[src/hw/bus_hold_pkg.sv]
// Purpose: Shared constants and types for the bus hold link
// Assumes: One clock, synchronous active-high reset
// Notes:   Both ends and the interface take widths from here
package bus_hold_pkg;

  // ----------------------------------------------------------------
  // Widths
  // ----------------------------------------------------------------
  localparam int ADDR_W      = 16;
  localparam int DATA_W      = 16;
  localparam int LEN_W       = 8;
  localparam int CNT_W       = 16;

  // ----------------------------------------------------------------
  // Arbitration constants
  // ----------------------------------------------------------------
  localparam int NUM_MASTERS = 2;
  // Idle cycles after releasing, longer than the glue's grant path
  localparam int GAP_CYCLES  = 3;
  localparam int GAP_W       = 2;

  // ----------------------------------------------------------------
  // Types
  // ----------------------------------------------------------------
  typedef enum logic [1:0] {
    DEV_IDLE,
    DEV_REQ,
    DEV_OWN,
    DEV_GAP
  } dev_state_t;

  typedef enum logic [1:0] {
    OWNER_CPU,
    OWNER_FREE,
    OWNER_ADAPTOR
  } owner_t;

endpackage

[src/hw/bus_hold_if.sv]
// Purpose: Wires between the adaptor's hold port and the glue logic
// Assumes: All signals synchronous to clk_sys_i
// Notes:   Hold signals are active low; DMA bus is active high
`timescale 1ns/10ps
interface bus_hold_if #(
  parameter int AW = bus_hold_pkg::ADDR_W,
  parameter int DW = bus_hold_pkg::DATA_W
);
  logic          hold_request_n;
  logic          busy_n;
  logic          hold_grant_n;
  logic          dma_we;
  logic [AW-1:0] dma_addr;
  logic [DW-1:0] dma_wdata;

  modport adaptor (
    output hold_request_n,
    output busy_n,
    output dma_we,
    output dma_addr,
    output dma_wdata,
    input  hold_grant_n
  );

  modport glue (
    input  hold_request_n,
    input  busy_n,
    input  dma_we,
    input  dma_addr,
    input  dma_wdata,
    output hold_grant_n
  );
endinterface

[src/hw/bus_hold_glue.sv]
// Purpose: Glue between the processor's hold port and the adaptor
// Assumes: Exactly one processor and one adaptor share the bus
// Notes:   Grant is gated by the registered adaptor request
`timescale 1ns/10ps
// Operation
// Hold request means wish, not ownership
// Busy low marks actual adaptor bus ownership
// Processor request is request OR busy
// Adaptor grant is processor acknowledge AND request
// Grant uses clock-registered adaptor request
// Exactly two masters: processor and adaptor
// Never wire request and acknowledge straight through
// Adaptor takes any asserted grant as ownership
// Processor withdraws acknowledge; adaptor must notice
// Adaptor DMA cycles insert no wait cycles
module bus_hold_glue #(
  parameter int AW          = bus_hold_pkg::ADDR_W,
  parameter int DW          = bus_hold_pkg::DATA_W,
  parameter int CW          = bus_hold_pkg::CNT_W,
  parameter int NUM_MASTERS = bus_hold_pkg::NUM_MASTERS
) (
  input  wire logic          clk_sys_i,
  input  wire logic          srst_i,
  bus_hold_if.glue           link,
  input  wire logic          cpu_ack_n_i,
  input  wire logic          conflict_clr_i,
  output logic               cpu_req_n_o,
  output logic               mem_we_o,
  output logic [AW-1:0]      mem_addr_o,
  output logic [DW-1:0]      mem_wdata_o,
  output bus_hold_pkg::owner_t owner_o,
  output logic               revoke_o,
  output logic               conflict_o,
  output logic [CW-1:0]      grant_count_o
);

  // ----------------------------------------------------------------
  // Elaboration checks
  // ----------------------------------------------------------------
  // The gating only separates two parties; a third has no path
  if (NUM_MASTERS != 2) begin : g_bad_masters
    $error("bus_hold_glue serves exactly two bus masters");
  end
  if (CW < 1) begin : g_bad_cw
    $error("bus_hold_glue needs a grant counter of one bit or more");
  end
  if (AW < 1) begin : g_bad_aw
    $error("bus_hold_glue needs an address of one bit or more");
  end
  if (DW < 1) begin : g_bad_dw
    $error("bus_hold_glue needs a data word of one bit or more");
  end

  logic                 req_sync_reg;
  logic                 cpu_req_n_reg;
  logic                 grant_n_reg;
  logic                 ack_n_d_reg;
  logic                 revoke_reg;
  logic                 conflict_reg;
  logic                 mem_we_reg;
  logic [AW-1:0]        mem_addr_reg;
  logic [DW-1:0]        mem_wdata_reg;
  bus_hold_pkg::owner_t owner_reg;
  logic [CW-1:0]        grant_cnt_reg;
  logic                 grant_n_next;
  logic                 conflict_set;

  // ----------------------------------------------------------------
  // Outputs
  // ----------------------------------------------------------------
  assign link.hold_grant_n = grant_n_reg;
  assign cpu_req_n_o       = cpu_req_n_reg;
  assign mem_we_o          = mem_we_reg;
  assign mem_addr_o        = mem_addr_reg;
  assign mem_wdata_o       = mem_wdata_reg;
  assign owner_o           = owner_reg;
  assign revoke_o          = revoke_reg;
  assign conflict_o        = conflict_reg;
  assign grant_count_o     = grant_cnt_reg;

  // ----------------------------------------------------------------
  // Gating terms
  // ----------------------------------------------------------------
  // Active low: AND of lows is OR of asserted, OR of lows is AND
  function automatic logic or_low(input logic a_n, input logic b_n);
    return a_n & b_n;
  endfunction

  function automatic logic and_low(input logic a_n, input logic b_n);
    return a_n | b_n;
  endfunction

  always_comb begin
    grant_n_next = and_low(cpu_ack_n_i, req_sync_reg);
    conflict_set = ~link.busy_n & cpu_ack_n_i;
  end

  // ----------------------------------------------------------------
  // Request towards the processor
  // ----------------------------------------------------------------
  // Busy keeps the processor off even once the request has dropped
  always_ff @(posedge clk_sys_i) begin
    if (srst_i) begin
      cpu_req_n_reg <= 1'b1;
    end else begin
      cpu_req_n_reg <= or_low(link.hold_request_n, link.busy_n);
    end
  end

  // ----------------------------------------------------------------
  // Grant towards the adaptor
  // ----------------------------------------------------------------
  // A straight acknowledge would stay low across a one-clock gap in
  // the request and hand the adaptor a stale grant
  always_ff @(posedge clk_sys_i) begin
    if (srst_i) begin
      req_sync_reg <= 1'b1;
    end else begin
      req_sync_reg <= link.hold_request_n;
    end
  end

  always_ff @(posedge clk_sys_i) begin
    if (srst_i) begin
      grant_n_reg <= 1'b1;
    end else begin
      grant_n_reg <= grant_n_next;
    end
  end

  // ----------------------------------------------------------------
  // Acknowledge withdrawal
  // ----------------------------------------------------------------
  // Rising acknowledge clears the grant at the next edge as well
  always_ff @(posedge clk_sys_i) begin
    if (srst_i) begin
      ack_n_d_reg <= 1'b1;
      revoke_reg  <= 1'b0;
    end else begin
      ack_n_d_reg <= cpu_ack_n_i;
      revoke_reg  <= cpu_ack_n_i & ~ack_n_d_reg & ~link.busy_n;
    end
  end

  // ----------------------------------------------------------------
  // Ownership view
  // ----------------------------------------------------------------
  always_ff @(posedge clk_sys_i) begin
    if (srst_i) begin
      owner_reg <= bus_hold_pkg::OWNER_CPU;
    end else if (cpu_ack_n_i) begin
      owner_reg <= bus_hold_pkg::OWNER_CPU;
    end else if (!link.busy_n) begin
      owner_reg <= bus_hold_pkg::OWNER_ADAPTOR;
    end else begin
      owner_reg <= bus_hold_pkg::OWNER_FREE;
    end
  end

  // ----------------------------------------------------------------
  // Overlap detection
  // ----------------------------------------------------------------
  // Sticky; a new overlap in the clearing cycle keeps the flag set
  always_ff @(posedge clk_sys_i) begin
    if (srst_i) begin
      conflict_reg <= 1'b0;
    end else if (conflict_set) begin
      conflict_reg <= 1'b1;
    end else if (conflict_clr_i) begin
      conflict_reg <= 1'b0;
    end
  end

  // ----------------------------------------------------------------
  // Grant counter
  // ----------------------------------------------------------------
  // Counts grant assertions; wraps silently
  always_ff @(posedge clk_sys_i) begin
    if (srst_i) begin
      grant_cnt_reg <= '0;
    end else if (grant_n_reg && !grant_n_next) begin
      grant_cnt_reg <= grant_cnt_reg + CW'(1);
    end
  end

  // ----------------------------------------------------------------
  // DMA cycles towards memory
  // ----------------------------------------------------------------
  // No ready path back: the adaptor never waits
  always_ff @(posedge clk_sys_i) begin
    if (srst_i) begin
      mem_we_reg <= 1'b0;
    end else begin
      mem_we_reg <= link.dma_we & ~link.busy_n;
    end
  end

  // Address and data move only with a write and hold in between
  always_ff @(posedge clk_sys_i) begin
    if (srst_i) begin
      mem_addr_reg  <= '0;
      mem_wdata_reg <= '0;
    end else if (link.dma_we) begin
      mem_addr_reg  <= link.dma_addr;
      mem_wdata_reg <= link.dma_wdata;
    end
  end

endmodule

[src/flat_wrapper.sv]
// flat-port wrapper written by rule: the top's interface ports become plain ports
module bus_hold_glue_flat 
#(
  parameter int AW          = bus_hold_pkg::ADDR_W,
  parameter int DW          = bus_hold_pkg::DATA_W,
  parameter int CW          = bus_hold_pkg::CNT_W,
  parameter int NUM_MASTERS = bus_hold_pkg::NUM_MASTERS
)
  (clk_sys_i, srst_i, cpu_ack_n_i, conflict_clr_i, cpu_req_n_o, mem_we_o, mem_addr_o, mem_wdata_o, owner_o, revoke_o, conflict_o, grant_count_o, link_hold_request_n, link_busy_n, link_dma_we, link_dma_addr, link_dma_wdata, link_hold_grant_n);
  bus_hold_if #(.AW(AW), .DW(DW)) link_i ();
  input  wire logic clk_sys_i;
  input  wire logic srst_i;
  input  wire logic cpu_ack_n_i;
  input  wire logic conflict_clr_i;
  output logic cpu_req_n_o;
  output logic mem_we_o;
  output logic [AW-1:0] mem_addr_o;
  output logic [DW-1:0] mem_wdata_o;
  output bus_hold_pkg::owner_t owner_o;
  output logic revoke_o;
  output logic conflict_o;
  output logic [CW-1:0] grant_count_o;
  input wire logic [$bits(link_i.hold_request_n)-1:0] link_hold_request_n;
  input wire logic [$bits(link_i.busy_n)-1:0] link_busy_n;
  input wire logic [$bits(link_i.dma_we)-1:0] link_dma_we;
  input wire logic [$bits(link_i.dma_addr)-1:0] link_dma_addr;
  input wire logic [$bits(link_i.dma_wdata)-1:0] link_dma_wdata;
  output wire logic [$bits(link_i.hold_grant_n)-1:0] link_hold_grant_n;
  assign link_i.hold_request_n = link_hold_request_n;
  assign link_i.busy_n = link_busy_n;
  assign link_i.dma_we = link_dma_we;
  assign link_i.dma_addr = link_dma_addr;
  assign link_i.dma_wdata = link_dma_wdata;
  assign link_hold_grant_n = link_i.hold_grant_n;
  bus_hold_glue #(.AW(AW), .DW(DW), .CW(CW), .NUM_MASTERS(NUM_MASTERS)) u_core (.clk_sys_i(clk_sys_i), .srst_i(srst_i), .link(link_i), .cpu_ack_n_i(cpu_ack_n_i), .conflict_clr_i(conflict_clr_i), .cpu_req_n_o(cpu_req_n_o), .mem_we_o(mem_we_o), .mem_addr_o(mem_addr_o), .mem_wdata_o(mem_wdata_o), .owner_o(owner_o), .revoke_o(revoke_o), .conflict_o(conflict_o), .grant_count_o(grant_count_o));
endmodule
[config.mk]
export PLATFORM = sky130hd
export DESIGN_NAME = bus_hold_glue_flat
export DESIGN_NICKNAME = d
export VERILOG_FILES = /design/src/hw/bus_hold_pkg.sv /design/src/hw/bus_hold_if.sv /design/src/hw/bus_hold_glue.sv /design/src/flat_wrapper.sv
export SDC_FILE = /design/constraint.sdc
export NUM_CORES = 1
export LEC_CHECK = 0
export ABC_AREA = 1
export BUFFER_PORTS_ARGS = -buffer_cell sky130_fd_sc_hd__buf_4
export CAP_MARGIN = 20
export CORE_ASPECT_RATIO = 1.25
export CORE_UTILIZATION = 47
export DETAILED_ROUTE_END_ITERATION = 8
export HOLD_SLACK_MARGIN = 0.05
export PLACE_DENSITY = 0.79
export SYNTH_ARGS = -nofsm -noshare
export SYNTH_HDL_FRONTEND = slang
export SYNTH_SLANG_ARGS = --single-unit
[constraint.sdc]
create_clock -name clk_sys_i -period 1.26 [get_ports clk_sys_i]
set_input_delay 0.126 -clock clk_sys_i [delete_from_list [all_inputs] [get_ports clk_sys_i]]
set_output_delay 0.126 -clock clk_sys_i [all_outputs]
set_load 0.05 [all_outputs]
==> results of run 1 <==
[path summary, 6_finish.rpt]
path                                           endpoint  slack, ns  cells after the start
worst max-delay path            u_core.grant_count_o[6]       0.04                      6
worst min-delay path                 u_core.ack_n_d_reg        0.1                      3
worst max register to register  u_core.grant_count_o[6]       0.04                      6
worst min register to register          u_core.revoke_o       0.40                      1
[metrics by stage]
stage | instances | hold WS (ns) | TNS, ns
finish | 492 | 0.0950 | 0
global route | 492 | 0.119 | -0.146
CTS | 490 | 0.0903 | 0
detailed placement | 437 | 0.311 | 0
global placement | 437 | 0.304 | 0
floorplan | 292 | 0.191 | -0.00972
[layout make-up]
cell class | count | area share
repair buffers | 137 | 0.312
clock inverters | 3 | 0.00589
inverters | 25 | 0.0260
well taps | 58 | 0.0201
multi-input cells | 199 | 0.262
flip-flops and latches | 57 | 0.324
clock buffers | 13 | 0.0499
[worst max-delay path: stages (launching register included)]
cell,delay (ns)
dfxtp_4,0.36
ha_2,0.19
nand3_2,0.13
nor2_4,0.16
buf_4,0.13
o21ai_0,0.06
a21oi_1,0.12
[routing by layer]
| metal | global-route usage | vias up | routed length (um) |
|---|---|---|---|
| met5 | 0 | - | 0 |
| met4 | 0.139 | 0 | 134 |
| met3 | 0.0661 | 11 | 387 |
| met2 | 0.499 | 88 | 3330 |
| met1 | 0.258 | 1077 | 2340 |
| li1 | - | 1199 | - |
[cell usage in the layout (no fill, tap or decap), drive strengths merged]
cell type	netlist	routed
buf	3	100
nand2	33	33
a21oi	8	8
clkinv	0	2
dlygate4sd3	0	37
o31ai	1	1
nand4	3	3
nor2	97	97
clkinvlp	0	1
xor2	1	1
nor3	4	4
nand3	10	10
inv	25	25
dfxtp	57	57
clkbuf	8	13
and3	1	1
o21ai	40	40
ha	1	1
[kinds of logic (layout without fill, tap and decap cells)]
family                   count (synthesis)  count (layout)  share of synthesized area
AO/OA/AOI/OAI                           49              49                      0.111
XOR/XNOR                                 1               1                    0.00393
adder cells (fa/ha/maj)                  1               1                    0.00561
buffers and inverters                   36             178                     0.0651
flip-flops                              57              57                      0.512
AND/OR/NAND/NOR                        148             148                      0.302
[what timing repair did]
item | 4_1_cts | 5_1_grt
hold buffers | 37 | 0
setup endpoints to repair | 1 | 16
hold endpoints to repair | 39 | 0
buffers inserted | 0 | 2
gates resized for setup | 1 | 3
pin swaps | 0 | 3
[power groups by stage]
stage                     sequential [uW]  combinational, uW  clock [uW]
after CTS                            1930                792        1690
final                                1930                805        1670
after global routing                 1940                853        1780
after floorplan                      2250                142           0
after global placement               1960                694           0
after detailed placement             1960                700           0
==> summary.md, run 1 <==
| Metric | Value |
|---|---|
| Die footprint | `5020 um^2` |
| WP data arrival | `1.48 ns` |
| TritonCTS clock tree | `yes` |
| Max-slew violations | `0` |
| Vias in the first global route | `2,298` |
| Actual slew at the worst max-slew pin | `0.284 ns` |
| Layout cells sized above 1 | `0.334` |
| Clock power share | `0.379` |
| Final period util | `0.966` |
| DRC viols | `0` |
| Final design utilization | `0.803` |
| Synth unique cells | `24` |
| HPWL Detailed | `3.76 mm` |
| Sw Ratio | `0.287` |
| Synth area leaders | `dfxtp_1 (51%), nor2_1 (15%), o21ai_0 (8.8%)` |
| WS Path Type | `flip-flop to flip-flop` |
| Largest net degree at the start of global routing | `34` |
| Post-synth ARST share | `0` |
| Min-Delay Path Class | `primary input to flip-flop` |
| MaxCap Viol Count | `0` |
| Worst r2r src | `u_core.grant_count_o[1]` |
| Clk sinks | `57` |
| Fin. Hold Viols | `0` |
| Global-route wire length before repair | `10.2 mm` |
| Period minus WS final | `1.22 ns` |
| Psw | `1260 uW` |
| Pwr dens | `1220 nW/um^2` |
| Gate power share | `0.183` |
| H-tree depth | `3` |
| Req. time, crit path | `1.52 ns` |
| Cells after synthesis | `292` |
| Multi-input gate area | `947 um^2` |
| Avg Inst Size Synth | `7.63 um^2` |
| Slew Limit Headroom | `0.811` |
| Yosys top cell area share | `0.512` |
| ANT nets after route | `0` |
| Clock Skew | `0.00530 ns` |
| Synth warn | `0` |
| 1st-iter DRT viols | `113` |
| Element type at the critical path end | `flip-flop` |
| CP Launch Point | `u_core.grant_count_o[1]` |
| Max Fclk | `821 MHz` |
| Worst setup margin | `0.0425 ns` |
| Gpl congestion | `0.776` |
| Clk_lat worst skew | `0.33 ns` |
| I/O Buffers | `93` |
| Dpl cell area | `3010 um^2` |
| Final #Nets | `469` |
| # rows | `27` |
| Die height | `79.0 um` |
| Clock tree buffer depth | `2` |
| First-pass DRT Iterations | `4` |
| Area Overhead vs Synth | `61.9%` |
| Max IR drop VDD | `0.917 mV` |
| Initial antenna violation count | `0` |
| Core area | `4490 um^2` |
| Total grt overflow | `0` |
| Mapped Area | `2230 um^2` |
| Io pins | `94` |
| Register area | `1170 um^2` |
| Status | `finished clean` |
| Area leader, netlist | `dfxtp_1` |
| WL/cell | `12.6 um` |
| Die width | `63.6 um` |
| Crit-path max FO | `4` |
| Power after layout | `4400 uW` |
| Worst Hold Launch | `cpu_ack_n_i` |
| Initial Utilization | `0.496` |
| N_diodes | `0` |
| Seq pwr share | `0.438` |
| Post-synthesis sequential area ratio | `0.512` |
| Synth cell count leaders | `nor2_1 (90), dfxtp_1 (57), o21ai_0 (39)` |
| Pleak | `0.00173 uW` |
| Post-Layout Inst Area | `3610 um^2` |
| Primary FF master, synth | `dfxtp_1` |
| CP startpoint kind | `flip-flop` |
| Syn nets | `332` |
| GRT Overall Usage | `0.264` |
| Pre-CTS setup slack | `0.0460 ns` |
| Root Driver | `clkbuf_8` |
| Post-synth EDFFs | `0` |
| CTS buffer count | `9` |
| Unrepaired setup endpoints after global routing | `yes` |
| Most instantiated library cell after synthesis | `nor2_1` |
| Clock transition at path regs | `0.07 ns` |
| Power Internal | `3140 uW` |
| DR vias | `2,375` |
| Flops & latches, synth | `57` |
| WL final | `6.19 mm` |
| Fill count | `298` |
| Final setup viols | `0` |
| Vias per cell | `4.83` |
Note: power is estimated with default switching activity, not from simulation.
==> run 2: changes to the inputs <==
--- a/config.mk
+++ b/config.mk
@@ -9,10 +9,10 @@
 export BUFFER_PORTS_ARGS = -buffer_cell sky130_fd_sc_hd__buf_4
 export CAP_MARGIN = 20
 export CORE_ASPECT_RATIO = 1.25
-export CORE_UTILIZATION = 47
+export CORE_UTILIZATION = 40
 export DETAILED_ROUTE_END_ITERATION = 8
 export HOLD_SLACK_MARGIN = 0.05
-export PLACE_DENSITY = 0.79
+export PLACE_DENSITY = 0.69
 export SYNTH_ARGS = -nofsm -noshare
 export SYNTH_HDL_FRONTEND = slang
 export SYNTH_SLANG_ARGS = --single-unit
==> summary.md, run 2 (synthesized netlist as in run 1, its figures left out) <==
| Metric | Value |
|---|---|
| Clock Skew | `0.00587 ns` |
| Crit-path max FO | `6` |
| Leading cell type in the layout, fill and taps excluded | `buf_4` |
| Die footprint | `5880 um^2` |
| Power Internal | `3200 uW` |
| Element type at the critical path end | `flip-flop` |
| WL/cell | `12.3 um` |
| Die height | `85.5 um` |
| Vias in the first global route | `2,265` |
| Global-route wire length before repair | `9.80 mm` |
| Largest net degree at the start of global routing | `36` |
| Seq pwr share | `0.435` |
| 1st-iter DRT viols | `107` |
| Dpl cell area | `3040 um^2` |
| H-tree depth | `3` |
| WS Path Type | `flip-flop to flip-flop` |
| Initial antenna violation count | `0` |
| Pwr dens | `1220 nW/um^2` |
| TritonCTS clock tree | `yes` |
| Fin. Hold Viols | `0` |
| Max-slew violations | `0` |
| Hold slack final | `0.106 ns` |
| CP startpoint kind | `flip-flop` |
| Psw | `1240 uW` |
| Gpl congestion | `0.741` |
| DRC viols | `0` |
| WP data arrival | `1.40 ns` |
| First-pass DRT Iterations | `6` |
| Clock transition at path regs | `0.07 ns` |
| Root Driver | `clkbuf_8` |
| Max Fclk | `849 MHz` |
| I/O Buffers | `93` |
| Min-Delay Path Class | `primary input to flip-flop` |
| # rows | `30` |
| Layout cells sized above 1 | `0.331` |
| Clock tree buffer depth | `2` |
| Max IR drop VDD | `0.861 mV` |
| Gate power share | `0.182` |
| Pre-CTS setup slack | `0.00836 ns` |
| ANT nets after route | `0` |
| Io pins | `94` |
| Slew Limit Headroom | `0.800` |
| Total grt overflow | `0` |
| Period minus WS final | `1.18 ns` |
| Worst setup margin | `0.0827 ns` |
| Area Overhead vs Synth | `63.6%` |
| Clock power share | `0.383` |
| Post-Layout Inst Area | `3650 um^2` |
| HPWL Detailed | `3.74 mm` |
| Clk_lat worst skew | `0.33 ns` |
| Core area | `5410 um^2` |
| Final setup viols | `0` |
| Vias per cell | `4.71` |
| Final period util | `0.934` |
| Actual slew at the worst max-slew pin | `0.300 ns` |
| DR vias | `2,337` |
| Req. time, crit path | `1.48 ns` |
| Initial Utilization | `0.412` |
| Clk sinks | `57` |
| Pleak | `0.00174 uW` |
| Unrepaired setup endpoints after global routing | `no` |
| Die width | `68.8 um` |
| Status | `finished clean` |
| Final design utilization | `0.675` |
| Final #Nets | `467` |
| Leading cell types in the layout, fill and taps excluded | `buf_4 (96), nor2_1 (89), dfxtp_1 (43), o21ai_0 (38), dlygate4sd3_1 (36)` |
| N_diodes | `0` |
| Sw Ratio | `0.280` |
| GRT Overall Usage | `0.223` |
| WL final | `6.09 mm` |
| MaxCap Viol Count | `0` |
| Fill count | `462` |
| CTS buffer count | `9` |
run 2: cell types whose count changed in the layout (fill, tap and decap cells not counted), sizes merged:
cell	delta
dlymetal6s4s	+1
clkbuf	+2
buf	-2
clkinvlp	-1
dlygate4sd3	-1
clkinv	-1
run 2: final timing paths:
path	start	to	slack, ns	depth (start not counted)
worst max-delay path	u_core.req_sync_reg	u_core.grant_count_o[9]	0.08	6
worst min-delay path	cpu_ack_n_i	u_core.ack_n_d_reg	0.11	3
worst max register to register	u_core.req_sync_reg	u_core.grant_count_o[9]	0.08	6
worst min register to register	u_core.ack_n_d_reg	u_core.revoke_o	0.40	1
run 2: metrics by stage:
stage	total power, uW	cells	setup TNS, ns
2_1_floorplan	2390	292	-0.00972
3_3_place_gp	2670	442	0
3_5_place_dp	2680	442	0
4_1_cts	4470	496	0
5_1_grt	4610	496	0
6_report	4440	496	0
run 2: repair_timing:
action                                  4_1_cts  5_1_grt
hold buffers                                 38        0
endpoints found under the setup margin        0        6
endpoints found under the hold margin        39        0
buffers inserted                              0        1
gates resized for setup                       0        7
run 2: worst max-delay path: stages (launching register included):
cell and delay [ns]:
dfxtp_1 0.33, nor2_4 0.15, buf_4 0.14, nand3_4 0.09, nor2_8 0.15, xor2_1 0.16
nor2_1 0.05
run 2: cell type report:
cell class | count | area, um^2 | area share
Inverter | 25 | 93.8 | 0.0257
Clock inverter | 1 | 5.00 | 0.00137
Timing Repair Buffer | 135 | 1130 | 0.311
Multi-Input combinational cell | 199 | 967 | 0.265
Clock buffer | 15 | 198 | 0.0542
Tap cell | 64 | 80.1 | 0.0220
Sequential cell | 57 | 1170 | 0.321
run 2: routing by layer:
layer  vias to the layer above  part of all wire  GRT usage
met2                        76              0.50      0.389
met3                        13             0.064     0.0565
met1                      1058              0.42      0.239
met5                         -                 0          0
met4                         0             0.019      0.113
li1                       1190                 -          -
run 2: power by group through the flow:
stage	registers, uW	logic (uW)	clock network [uW]
floorplan	2250	142	0
global placement	1960	703	0
detailed placement	1970	710	0
CTS	1930	802	1740
global route	1940	859	1820
finish	1930	809	1700
